$ cat src/logic/status_map.vh
// Register map, field widths and reset values of the status reporting block.
// Included by every design file of the block; definitions only.
`ifndef STATUS_MAP_VH
`define STATUS_MAP_VH

`define STAT_W 15
`define STAT_ONES 15'h7fff
`define STAT_ZERO 15'h0000
`define ERR_W 16
`define ERR_NONE 16'h0000
`define ERR_DEPTH 8
`define ERR_PTR_W 3
`define ERR_CNT_W 4

`define ADDR_W 8
`define A_OPER_COND 8'h00
`define A_OPER_EVENT 8'h04
`define A_OPER_ENABLE 8'h08
`define A_OPER_PTRANS 8'h0c
`define A_OPER_NTRANS 8'h10
`define A_QUES_COND 8'h14
`define A_QUES_EVENT 8'h18
`define A_QUES_ENABLE 8'h1c
`define A_QUES_PTRANS 8'h20
`define A_QUES_NTRANS 8'h24
`define A_PRESET 8'h28
`define A_ERR_NEXT 8'h2c
`define A_ERR_COUNT 8'h30
`define A_IRQ_STATUS 8'h34
`define A_IRQ_MASK 8'h38

`define IRQ_W 3
`define IRQ_OPER 0
`define IRQ_QUES 1
`define IRQ_ERR 2

`define RESP_OKAY 2'h0
`define RESP_SLVERR 2'h2

`endif

$ cat src/logic/status_group.v
// One status register group: condition, transition masks, event word, enable.
// Assumes the parent decodes bus accesses into one-cycle strobes.
`timescale 1ns/10ps
`default_nettype none
`include "status_map.vh"

module status_group (
    // Clock and reset
    input wire aclk,
    input wire aresetn,
    // Live condition from the hardware
    input wire [`STAT_W-1:0] cond_in,
    // Strobes from the register decoder
    input wire preset,
    input wire wr_enable,
    input wire wr_ptrans,
    input wire wr_ntrans,
    input wire rd_event,
    input wire [`STAT_W-1:0] wdata,
    // Register contents
    output reg [`STAT_W-1:0] cond,
    output reg [`STAT_W-1:0] event_word,
    output reg [`STAT_W-1:0] enable,
    output reg [`STAT_W-1:0] ptrans,
    output reg [`STAT_W-1:0] ntrans,
    output reg summary,
    output reg event_pulse
);

    wire [`STAT_W-1:0] rise;
    wire [`STAT_W-1:0] fall;
    wire [`STAT_W-1:0] hits;

    assign rise = cond_in & ~cond & ptrans;
    assign fall = ~cond_in & cond & ntrans;
    assign hits = rise | fall;

    always @(posedge aclk) begin
        if (!aresetn) begin
            cond <= `STAT_ZERO;
            event_word <= `STAT_ZERO;
            summary <= 1'b0;
            event_pulse <= 1'b0;
        end else begin
            cond <= cond_in;
            // A new hit in the read cycle survives the clear.
            if (rd_event) begin
                event_word <= hits;
            end else begin
                event_word <= event_word | hits;
            end
            summary <= |(event_word & enable);
            event_pulse <= |hits;
        end
    end

    // Masks reset only by the power-on reset or the preset strobe.
    always @(posedge aclk) begin
        if (!aresetn || preset) begin
            ptrans <= `STAT_ONES;
            ntrans <= `STAT_ZERO;
            enable <= `STAT_ZERO;
        end else begin
            if (wr_enable) begin
                enable <= wdata;
            end
            if (wr_ptrans) begin
                ptrans <= wdata;
            end
            if (wr_ntrans) begin
                ntrans <= wdata;
            end
        end
    end

endmodule
`default_nettype wire

$ cat src/logic/error_queue.v
// First-in first-out error queue; a pop returns the oldest code or zero.
// Assumes push and pop are one-cycle strobes; a push into a full queue is lost unless a pop comes in the same cycle.
`timescale 1ns/10ps
`default_nettype none
`include "status_map.vh"

module error_queue (
    // Clock and reset
    input wire aclk,
    input wire aresetn,
    // Producer side
    input wire push,
    input wire [`ERR_W-1:0] push_code,
    // Consumer side
    input wire pop,
    output wire [`ERR_W-1:0] head,
    output reg [`ERR_CNT_W-1:0] count,
    output wire full
);

    reg [`ERR_W-1:0] mem [0:`ERR_DEPTH-1];
    reg [`ERR_PTR_W-1:0] wr_ptr;
    reg [`ERR_PTR_W-1:0] rd_ptr;
    wire empty;
    wire do_push;
    wire do_pop;

    assign empty = (count == {`ERR_CNT_W{1'b0}});
    assign full = count[`ERR_CNT_W-1];
    assign head = empty ? `ERR_NONE : mem[rd_ptr];
    assign do_pop = pop && !empty;
    assign do_push = push && (!full || do_pop);

    always @(posedge aclk) begin
        if (do_push) begin
            mem[wr_ptr] <= push_code;
        end
    end

    always @(posedge aclk) begin
        if (!aresetn) begin
            wr_ptr <= {`ERR_PTR_W{1'b0}};
            rd_ptr <= {`ERR_PTR_W{1'b0}};
            count <= {`ERR_CNT_W{1'b0}};
        end else begin
            if (do_push) begin
                wr_ptr <= wr_ptr + 1'b1;
            end
            if (do_pop) begin
                rd_ptr <= rd_ptr + 1'b1;
            end
            if (do_push && !do_pop) begin
                count <= count + 1'b1;
            end else if (do_pop && !do_push) begin
                count <= count - 1'b1;
            end
        end
    end

endmodule
`default_nettype wire

$ cat src/logic/status_report.v
// Status reporting block: operation and questionable groups, error queue,
// interrupt status and an AXI4-Lite register slave.
// Assumes conditions and error pushes are synchronous to aclk.
// The general reset input is unread on purpose.
//
// The address map and the AXI4-Lite slave port are this design's own decisions.
`timescale 1ns/10ps
`default_nettype none
`include "status_map.vh"

module status_report (
    // Clock and reset
    input wire aclk,
    input wire aresetn,
    // Write address channel
    input wire [`ADDR_W-1:0] s_axi_awaddr,
    input wire [2:0] s_axi_awprot,
    input wire s_axi_awvalid,
    output reg s_axi_awready,
    // Write data channel
    input wire [31:0] s_axi_wdata,
    input wire [3:0] s_axi_wstrb,
    input wire s_axi_wvalid,
    output reg s_axi_wready,
    // Write response channel
    output reg [1:0] s_axi_bresp,
    output reg s_axi_bvalid,
    input wire s_axi_bready,
    // Read address channel
    input wire [`ADDR_W-1:0] s_axi_araddr,
    input wire [2:0] s_axi_arprot,
    input wire s_axi_arvalid,
    output reg s_axi_arready,
    // Read data channel
    output reg [31:0] s_axi_rdata,
    output reg [1:0] s_axi_rresp,
    output reg s_axi_rvalid,
    input wire s_axi_rready,
    // Hardware status inputs
    input wire [`STAT_W-1:0] oper_cond_in,
    input wire [`STAT_W-1:0] ques_cond_in,
    input wire err_push,
    input wire [`ERR_W-1:0] err_code,
    // General instrument reset; status state ignores it.
    input wire inst_reset,
    // Outputs to the next status level
    output reg oper_summary,
    output reg ques_summary,
    output reg irq
);

    // Write bookkeeping: address and data may arrive in either order.
    reg aw_held;
    reg w_held;
    reg [`ADDR_W-1:0] aw_addr;
    reg [31:0] w_data;
    reg [3:0] w_strb;

    reg [`IRQ_W-1:0] irq_status;
    reg [`IRQ_W-1:0] irq_mask;

    wire wr_go;
    wire rd_go;
    wire [`STAT_W-1:0] wr_val;
    wire full_word;

    // One-cycle strobes decoded from the bus.
    wire wr_oper_enable;
    wire wr_oper_ptrans;
    wire wr_oper_ntrans;
    wire wr_ques_enable;
    wire wr_ques_ptrans;
    wire wr_ques_ntrans;
    wire wr_irq_status;
    wire wr_irq_mask;
    wire rd_oper_event;
    wire rd_ques_event;
    wire err_pop;

    wire [`STAT_W-1:0] oper_cond;
    wire [`STAT_W-1:0] oper_event;
    wire [`STAT_W-1:0] oper_enable;
    wire [`STAT_W-1:0] oper_ptrans;
    wire [`STAT_W-1:0] oper_ntrans;
    wire [`STAT_W-1:0] ques_cond;
    wire [`STAT_W-1:0] ques_event;
    wire [`STAT_W-1:0] ques_enable;
    wire [`STAT_W-1:0] ques_ptrans;
    wire [`STAT_W-1:0] ques_ntrans;
    wire oper_sum;
    wire ques_sum;
    wire oper_hit;
    wire ques_hit;
    wire [`ERR_W-1:0] err_head;
    wire [`ERR_CNT_W-1:0] err_count;
    wire err_full;
    wire do_preset;
    wire [`IRQ_W-1:0] irq_events;

    reg [31:0] next_rdata;
    reg next_rresp_err;

    // Decode shared by the write strobes.
    function is_wr;
        input [`ADDR_W-1:0] a;
        input [`ADDR_W-1:0] target;
        begin
            is_wr = (a == target);
        end
    endfunction

    function [31:0] widen;
        input [`STAT_W-1:0] v;
        begin
            widen = {{(32-`STAT_W){1'b0}}, v};
        end
    endfunction

    // A write waits until the previous response is taken.
    assign wr_go = aw_held && w_held && !s_axi_bvalid;
    assign rd_go = s_axi_arvalid && s_axi_arready;
    // Upper bits are dropped so stored values never pass 32767.
    assign wr_val = w_data[`STAT_W-1:0];
    assign full_word = (w_strb[1:0] == 2'h3);
    assign do_preset = wr_go && full_word && is_wr(aw_addr, `A_PRESET);

    assign wr_oper_enable = wr_go && full_word && is_wr(aw_addr, `A_OPER_ENABLE);
    assign wr_oper_ptrans = wr_go && full_word && is_wr(aw_addr, `A_OPER_PTRANS);
    assign wr_oper_ntrans = wr_go && full_word && is_wr(aw_addr, `A_OPER_NTRANS);
    assign wr_ques_enable = wr_go && full_word && is_wr(aw_addr, `A_QUES_ENABLE);
    assign wr_ques_ptrans = wr_go && full_word && is_wr(aw_addr, `A_QUES_PTRANS);
    assign wr_ques_ntrans = wr_go && full_word && is_wr(aw_addr, `A_QUES_NTRANS);

    // Interrupt registers fit in the lowest byte lane.
    assign wr_irq_status = wr_go && w_strb[0] && is_wr(aw_addr, `A_IRQ_STATUS);
    assign wr_irq_mask = wr_go && w_strb[0] && is_wr(aw_addr, `A_IRQ_MASK);

    // Reads with side effects act on the edge that takes the address.
    assign rd_oper_event = rd_go && (s_axi_araddr == `A_OPER_EVENT);
    assign rd_ques_event = rd_go && (s_axi_araddr == `A_QUES_EVENT);
    assign err_pop = rd_go && (s_axi_araddr == `A_ERR_NEXT);

    // The instrument reset is deliberately not wired to the groups.
    status_group u_oper (
        .aclk(aclk),
        .aresetn(aresetn),
        .cond_in(oper_cond_in),
        .preset(do_preset),
        .wr_enable(wr_oper_enable),
        .wr_ptrans(wr_oper_ptrans),
        .wr_ntrans(wr_oper_ntrans),
        .rd_event(rd_oper_event),
        .wdata(wr_val),
        .cond(oper_cond),
        .event_word(oper_event),
        .enable(oper_enable),
        .ptrans(oper_ptrans),
        .ntrans(oper_ntrans),
        .summary(oper_sum),
        .event_pulse(oper_hit)
    );

    status_group u_ques (
        .aclk(aclk),
        .aresetn(aresetn),
        .cond_in(ques_cond_in),
        .preset(do_preset),
        .wr_enable(wr_ques_enable),
        .wr_ptrans(wr_ques_ptrans),
        .wr_ntrans(wr_ques_ntrans),
        .rd_event(rd_ques_event),
        .wdata(wr_val),
        .cond(ques_cond),
        .event_word(ques_event),
        .enable(ques_enable),
        .ptrans(ques_ptrans),
        .ntrans(ques_ntrans),
        .summary(ques_sum),
        .event_pulse(ques_hit)
    );

    // Codes are stored as two's complement, so sign tells the origin.
    error_queue u_errq (
        .aclk(aclk),
        .aresetn(aresetn),
        .push(err_push),
        .push_code(err_code),
        .pop(err_pop),
        .head(err_head),
        .count(err_count),
        .full(err_full)
    );

    assign irq_events[`IRQ_OPER] = oper_hit;
    assign irq_events[`IRQ_QUES] = ques_hit;
    assign irq_events[`IRQ_ERR] = err_push;

    // Write channel handshakes.
    // While idle, ready is offered every other cycle.
    always @(posedge aclk) begin
        if (!aresetn) begin
            aw_held <= 1'b0;
            w_held <= 1'b0;
            aw_addr <= {`ADDR_W{1'b0}};
            w_data <= 32'h00000000;
            w_strb <= 4'h0;
            s_axi_awready <= 1'b0;
            s_axi_wready <= 1'b0;
            s_axi_bvalid <= 1'b0;
            s_axi_bresp <= `RESP_OKAY;
        end else begin
            s_axi_awready <= !aw_held && !s_axi_awready && !s_axi_bvalid;
            s_axi_wready <= !w_held && !s_axi_wready && !s_axi_bvalid;

            if (s_axi_awvalid && s_axi_awready) begin
                aw_held <= 1'b1;
                aw_addr <= s_axi_awaddr;
                s_axi_awready <= 1'b0;
            end
            if (s_axi_wvalid && s_axi_wready) begin
                w_held <= 1'b1;
                w_data <= s_axi_wdata;
                w_strb <= s_axi_wstrb;
                s_axi_wready <= 1'b0;
            end

            if (wr_go) begin
                aw_held <= 1'b0;
                w_held <= 1'b0;
                s_axi_bvalid <= 1'b1;
                case (aw_addr)
                    `A_OPER_ENABLE,
                    `A_OPER_PTRANS,
                    `A_OPER_NTRANS,
                    `A_QUES_ENABLE,
                    `A_QUES_PTRANS,
                    `A_QUES_NTRANS,
                    `A_PRESET,
                    `A_IRQ_STATUS,
                    `A_IRQ_MASK: begin
                        s_axi_bresp <= `RESP_OKAY;
                    end
                    default: begin
                        s_axi_bresp <= `RESP_SLVERR;
                    end
                endcase
            end else if (s_axi_bvalid && s_axi_bready) begin
                s_axi_bvalid <= 1'b0;
            end
        end
    end

    // Read mux; reading the condition words has no side effect.
    always @* begin
        next_rdata = 32'h00000000;
        next_rresp_err = 1'b0;
        case (s_axi_araddr)
            `A_OPER_COND: next_rdata = widen(oper_cond);
            `A_OPER_EVENT: next_rdata = widen(oper_event);
            `A_OPER_ENABLE: next_rdata = widen(oper_enable);
            `A_OPER_PTRANS: next_rdata = widen(oper_ptrans);
            `A_OPER_NTRANS: next_rdata = widen(oper_ntrans);
            `A_QUES_COND: next_rdata = widen(ques_cond);
            `A_QUES_EVENT: next_rdata = widen(ques_event);
            `A_QUES_ENABLE: next_rdata = widen(ques_enable);
            `A_QUES_PTRANS: next_rdata = widen(ques_ptrans);
            `A_QUES_NTRANS: next_rdata = widen(ques_ntrans);
            `A_PRESET: next_rdata = 32'h00000000;
            // Sign-extended so software sees negative standard codes.
            `A_ERR_NEXT: next_rdata = {{(32-`ERR_W){err_head[`ERR_W-1]}}, err_head};
            // Full flag sits just above the four count bits.
            `A_ERR_COUNT: next_rdata = {{(31-`ERR_CNT_W){1'b0}}, err_full, err_count};
            `A_IRQ_STATUS: next_rdata = {{(32-`IRQ_W){1'b0}}, irq_status};
            `A_IRQ_MASK: next_rdata = {{(32-`IRQ_W){1'b0}}, irq_mask};
            default: next_rresp_err = 1'b1;
        endcase
    end

    // Read channel: one read under way at a time.
    always @(posedge aclk) begin
        if (!aresetn) begin
            s_axi_arready <= 1'b0;
            s_axi_rvalid <= 1'b0;
            s_axi_rdata <= 32'h00000000;
            s_axi_rresp <= `RESP_OKAY;
        end else begin
            s_axi_arready <= !s_axi_arready && !s_axi_rvalid;
            if (rd_go) begin
                s_axi_arready <= 1'b0;
                s_axi_rvalid <= 1'b1;
                s_axi_rdata <= next_rdata;
                s_axi_rresp <= next_rresp_err ? `RESP_SLVERR : `RESP_OKAY;
            end else if (s_axi_rvalid && s_axi_rready) begin
                s_axi_rvalid <= 1'b0;
            end
        end
    end

    // Interrupt status: sticky, write one to clear; a new event wins.
    always @(posedge aclk) begin
        if (!aresetn) begin
            irq_status <= {`IRQ_W{1'b0}};
            irq_mask <= {`IRQ_W{1'b0}};
            oper_summary <= 1'b0;
            ques_summary <= 1'b0;
            irq <= 1'b0;
        end else begin
            if (wr_irq_status) begin
                irq_status <= (irq_status & ~w_data[`IRQ_W-1:0]) | irq_events;
            end else begin
                irq_status <= irq_status | irq_events;
            end
            if (wr_irq_mask) begin
                irq_mask <= w_data[`IRQ_W-1:0];
            end
            oper_summary <= oper_sum;
            ques_summary <= ques_sum;
            irq <= |(irq_status & irq_mask);
        end
    end

endmodule
`default_nettype wire

$ cat config.mk
export PLATFORM = sky130hd
export DESIGN_NAME = status_report
export DESIGN_NICKNAME = d
export VERILOG_FILES = /design/src/logic/status_group.v /design/src/logic/error_queue.v /design/src/logic/status_report.v
export VERILOG_INCLUDE_DIRS = /design/src /design/src/logic
export SDC_FILE = /design/constraint.sdc
export NUM_CORES = 1
export LEC_CHECK = 0
export ABC_AREA = 1
export BUFFER_PORTS_ARGS = -buffer_cell sky130_fd_sc_hd__buf_2
export CAP_MARGIN = 20
export CORE_MARGIN = 2
export CORE_UTILIZATION = 51
export DETAILED_ROUTE_END_ITERATION = 8
export GPL_TIMING_DRIVEN = 0
export PLACE_DENSITY_LB_ADDON = 0.15
export SLEW_MARGIN = 20
export SYNTH_ARGS = -nofsm -noshare
export SYNTH_HDL_FRONTEND = slang
export SYNTH_SLANG_ARGS = --single-unit
$ cat constraint.sdc
create_clock -name aclk -period 6.9 [get_ports aclk]
set_clock_uncertainty 0.1 [all_clocks]
set_input_delay 1.38 -clock aclk [delete_from_list [all_inputs] [get_ports aclk]]
set_output_delay 1.38 -clock aclk [all_outputs]
set_load 0.03 [all_outputs]
# == Word level (Yosys, flattened, before mapping) ==
# Memories as Yosys holds them, arrays and structs flattened. A register that Yosys moved wholly into a read port is not among the register bits.
# Index checks and enable logic that the tools add are counted.
# word_totals
reg_bits,241
latch_bits,0
ram_bits,128
rom_bits,0
input_bits,113
out_inout_bits,44
word_cells,165
n_memories,1
# op_classes
n_addsub,4
n_mul,0
div,0
n_lt_le_gt_ge,0
eq_ne,24
shifts,0
mux,17
bitwise,24
n_reduce_logical,60
# mem_list
memory,depth,width,read_ports,rd_ports_with_merged_regs,wr,line,text
u_errq.mem,8,16,1,1,1,error_queue.v:21,reg [`ERR_W-1:0] mem [0:`ERR_DEPTH-1];
# ops
operator,n
one-hot mux 32 bit (14 select lines),1
AND 15 bit,10
== test 8 x 6 -> 1 bit (second input constant),12
OR reduction 15 bit,5
inverter 15 bit,4
bitwise OR 15 bit,4
== test 8 x 5 -> 1 bit (second input constant),6
== test 8 x 4 -> 1 bit (second input constant),4
logical AND 1 bit,30
two-way mux 15 bit,2
two-way mux 16 bit,1
zero test 1 bit,12
two-way mux 3 bit,3
OR reduction 9 bit,1
== test 8 x 3 -> 1 bit (second input constant),1
zero test 8 bit,1
two-way mux 4 bit,2
OR reduction 2 bit,4
adder 3 x 1 -> 3 bit (second input constant),2
AND 3 bit,2
two-way mux 1 bit,6
bitwise OR 3 bit,2
nonzero test 2 bit,3
adder 4 x 1 -> 4 bit (second input constant),1
other kinds (8),10

# == Logic depth before layout (Yosys ltp) ==
# logic_depth
word_depth,9
depth_mapped,18

# == By module ==
# From an unflattened synthesis, not the netlist that was laid out.
# unflattened
hier_cells,2173
hier_area_um2,16159.2
# by_module_without_submodules
module,n_inst,cells_each,area_per_inst_um2,seq_area_each_um2
status_group,2,459,3108.0,1541.5
error_queue,1,536,5858.1,4103.9
status_report,1,719,4085.2,1181.1

# == Least setup slack after synthesis ==
# OpenSTA, ideal clock, no wires.
# synth_timing
path_kind,input-to-reg
startpoint,input port s_axi_araddr[6]
endpoint,"memory u_errq.mem[0][0] (netlist bit), enable pin"
setup_time_ps,388
arrival_ps,3247
setup_slack_ps,3165
cell_stages,10
n_path_buf,0
path_cell_list,inv_1 -> nand2_1 -> nor2_8 -> nand2_2 -> nor2_4 -> nand2_4 -> a21oi_4 -> inv_2 -> or2_4 -> nor2_1
# synth_between
elab_chain_len,7
# synth_lines
element,line,text
from (decl),status_report.v:30,"input wire [`ADDR_W-1:0] s_axi_araddr,"
== test 8 x 6 -> 1 bit,--,
logical AND 1 bit,status_report.v:141,assign err_pop = rd_go && (s_axi_araddr == `A_ERR_NEXT);
logical AND 1 bit,error_queue.v:31,assign do_pop = pop && !empty;
logical OR 1 bit,error_queue.v:32,assign do_push = push && (!full || do_pop);
logical AND 1 bit,error_queue.v:32,
two-way mux 1 bit,error_queue.v:35,if (do_push) begin
two-way mux 1 bit (not written as such),error_queue.v:36,mem[wr_ptr] <= push_code;
to (decl),error_queue.v:21,
# No other way between the ends.

# == Worst setup path in the final report ==
# layout_timing
startpoint,input port s_axi_araddr[0]
endpoint,register u_errq.count[3]
# layout_between
elab_chain_len,8
elab_cells_between_ends,11
classes_between,1 x eq/ne; 1 x mux; 9 x reduce/logical
# layout_lines
element,line,text
== test 8 x 6 -> 1 bit *,--,
logical AND 1 bit *,status_report.v:141,
logical AND 1 bit *,error_queue.v:31,
logical OR 1 bit,error_queue.v:32,
logical AND 1 bit,error_queue.v:32,
zero test 1 bit,error_queue.v:54,end else if (do_pop && !do_push) begin
logical AND 1 bit,error_queue.v:54,
nonzero test 2 bit (no line),--,
to (signal assigned),error_queue.v:44,count <= {`ERR_CNT_W{1'b0}};
to (signal assigned),error_queue.v:53,count <= count + 1'b1;
to (signal assigned),error_queue.v:55,count <= count - 1'b1;
to (decl),error_queue.v:17,"output reg [`ERR_CNT_W-1:0] count,"
# Every way passes the cells marked *; elsewhere a longest branch is shown, timed or not.
# A chain may end at the register's enable or synchronous reset.

==> results.md <==
* Drt pass-1 iters at 5
* Synth Area in Compound Gates at a little over an eighth
* Fillers at between 2000 and 3000
* Synth top area cells: dfxtp_1, edfxtp_1, nand2_1
* Warnings, synthesis at 0
* Top cells by count, synth: nand2_1, dfxtp_1, inv_1
* RSZ-0062 raised after global routing: no
* Non-filler cells, final at ~2500
* WL per Instance at approximately 20 um
* Layout Nets at about 2200
* Top flop regs: u_errq.mem (128), s_axi_rdata (16)
* Pins over their slew limit at 0
* Vias in the first global route at 12500
* Synthesized cell area at 0.01514 mm^2
* Final period util at between 50% and 60%
* Critical Path Source: s_axi_araddr[0]
* PwrDens at roughly 260 mW/mm^2
* Grt ovf at 0
* Setup ws final at about 3100 ps
* Slew @ Worst Pin at 1023 ps
* Peak VDD IR at between 0.1 and 0.15 mV
* Area leader, netlist: dfxtp_1
* R2r setup slk at 4080 ps
* Drc violations at 0
* Lkg Pwr at between 7 and 8 nW
* R2R Path Start: aw_addr[7]
* Pre-CTS setup slack at between 2000 and 3000 ps
* Worst EP required at between 7000 and 8000 ps
* CTS tree: built
* Async SR Flop Fraction at 0%
* Critical path arrival at 4100 ps
* DR iter-0 viols at approximately 1500
* WL final at ~49000 um
* Crit start category: input port
* Clk_lat worst skew at between 500 and 600 ps
* Netlist cell types at 40
* Post-synth top area share at roughly 30%
* Fin Setup TNS at 0 ps
* CTS Buffer Depth at 3
* Mux contribution to synthesized area at 0%
* Die X at 176.3 um
* Die Y-Extent at ~180 um
* Final setup vio count at 0
* Sequential area share after synthesis at 55.25%
* Biggest register: u_errq.mem
* CTS resizes at 0
* Post-synthesis register bit count at ~350
* Vias at 13590
* Post-synthesis adder-cell area fraction at less than 1%
* Count leader, synth: nand2_1
* CTS Hold Bufs at 0
* First-pass GRT wire length at around 73000 um
* # Post-CTS Setup Buffers at 0
* Initial antenna violation count at 1
* CP Capture Type: register
* Site row count at 63
* P&R area growth vs syn at 16.20%
* Final hold violations at 0
* Fin area at 0.01760 mm^2
* Cell depth of the worst hold path at 2
* Placed insts at 2397
* Terminus of the critical flop-to-flop path: u_oper.ntrans[13]
* Number of synthesized flops with an enable pin at between 100 and 150
* Worst Setup EP: u_errq.count[3]
* TritonCTS Buffers at 38
* Number of diodes at 0
* IO Pins at ~160
* F_max at approximately 0.26 GHz
* Worst-path clk slew at around 60 ps
* HPWL after detailed placement at 36050 um
* Crit-path max FO at 9
* Total of max-cap violations at 0
* Fraction of layout cells with a size suffix above 1 at 12.24%
* Critical path class: in -> reg
* Syn avg cell area at between 8 and 9 um^2
* DP Area at approximately 0.016 mm^2
* Cells after Synth at between 1500 and 2000
* Simple-Gate Fraction of Synth Area at 22.88%
* Multi-input gate area at approximately 0.0056 mm^2
* Largest family of logic cells by synthesized area: simple AND/OR/NAND/NOR gates
* Register area at about 0.0084 mm^2
* Slew Limit Headroom at a little under a third
* Total GRT Usage at a little under a third
* Via density per instance at approximately 5.5
* R2r worst-path depth at 7
* Placer Congestion at roughly 0.96
* Final ANT Viol Nets at 0
* Clock Sinks at 354
* CTS H-tree depth at 2
* Root Buffer: clkbuf_16
* Initial Util at 51.51%
* Largest register FFs at 128
* Area of the die at slightly above 0.03 mm^2
* Min Tclk post-route at approximately 3800 ps
* Synth Flop Type: dfxtp_1
* XOR/XNOR Fraction of Synth Area at less than 1%
* IO buf count at 127
* Worst min-delay path class: reg -> reg
* Status: finished clean
* Largest net degree at the start of global routing at 19
* Core ar. at 0.02940 mm^2
## worst max-delay path: stages
cell	delay, ps
buf_2	100
inv_1	40
nand2_1	140
nor2_4	340
nand2_2	150
nor2_4	310
nand2_4	140
a21oi_4	210
ha_1	210
inv_1	90
ha_1	270
nand2_1	70
nand2_1	60
a21oi_1	160
nor2_1	60
nor2_1	80
nand2_1	70
o21ai_0	160
a21oi_1	50
## cell type report
type,instances,share of cell area [%]
Clock buffer,57,6.442
Timing Repair Buffer,135,4.166
Buffer,98,2.560
Multi-Input combinational cell,1227,32.03
Inverter,193,4.117
Sequential cell,354,47.55
Tap cell,390,2.773
Clock inverter,12,0.3626
## cells by family (layout without fill, tap and decap cells)
group	count (synthesis)	after routing
buffers and inverters	291	495
AOI/OAI and AO/OA	379	379
other	1	2
DFF	354	354
and+or+nand+nor	837	837
xor gates and xnor gates	3	3
adders and majority gates	6	6
## worst min-delay path by stage
stage | end | slack [ps] | from
floorplan | oper_summary | 290 | u_oper.summary
global route | s_axi_wready | 350 | w_held
detailed placement | oper_summary | 310 | u_oper.summary
global placement | oper_summary | 300 | u_oper.summary
CTS | oper_summary | 320 | u_oper.summary
finish | oper_summary | 330 | u_oper.summary
## per-layer routing
metal	track usage [%]	wire, um
met5	0	0
met3	6.072	4717
met2	47.76	21350
met1	45.01	21450
met4	10.57	1531
## where the power goes
part / switching, mW / internal (mW)
logic: 0.212 / 0.0934
registers: 0.0530 / 2.24
clock network: 0.822 / 1.14
## stage by stage
stage               hold slack [ps]  util (%)  power (mW)
floorplan                     290.5         -       2.488
global placement              296.1     55.34       2.613
detailed placement            305.7     55.78       2.631
CTS                           321.9     59.85       4.560
global route                  346.3     59.85       4.684
finish                        325.2     59.85       4.554
## cell usage in the layout (no fill, tap or decap), types with 5 or more instances in the layout
| master | synthesis | layout |
|---|---|---|
| o21ai_1 | 6 | 6 |
| nand4_1 | 19 | 19 |
| buf_1 | 5 | 5 |
| a21oi_1 | 171 | 171 |
| a31oi_1 | 11 | 11 |
| clkbuf_1 | 63 | 73 |
| clkbuf_16 | 0 | 41 |
| o21ai_0 | 156 | 156 |
| nand2_1 | 467 | 467 |
| nor2_1 | 181 | 173 |
| or2_2 | 7 | 7 |
| ha_1 | 5 | 5 |
| dfxtp_1 | 226 | 226 |
| nor2_2 | 1 | 8 |
| edfxtp_1 | 128 | 128 |
| clkinv_2 | 0 | 9 |
| o211ai_1 | 18 | 18 |
| inv_1 | 188 | 188 |
| nand3_1 | 130 | 130 |
| nor4_1 | 6 | 5 |
| buf_4 | 18 | 18 |
| buf_6 | 0 | 6 |
| buf_2 | 12 | 139 |
| nor3_1 | 16 | 16 |
| a221oi_1 | 6 | 6 |
Note: power is estimated with default switching activity, not from simulation.
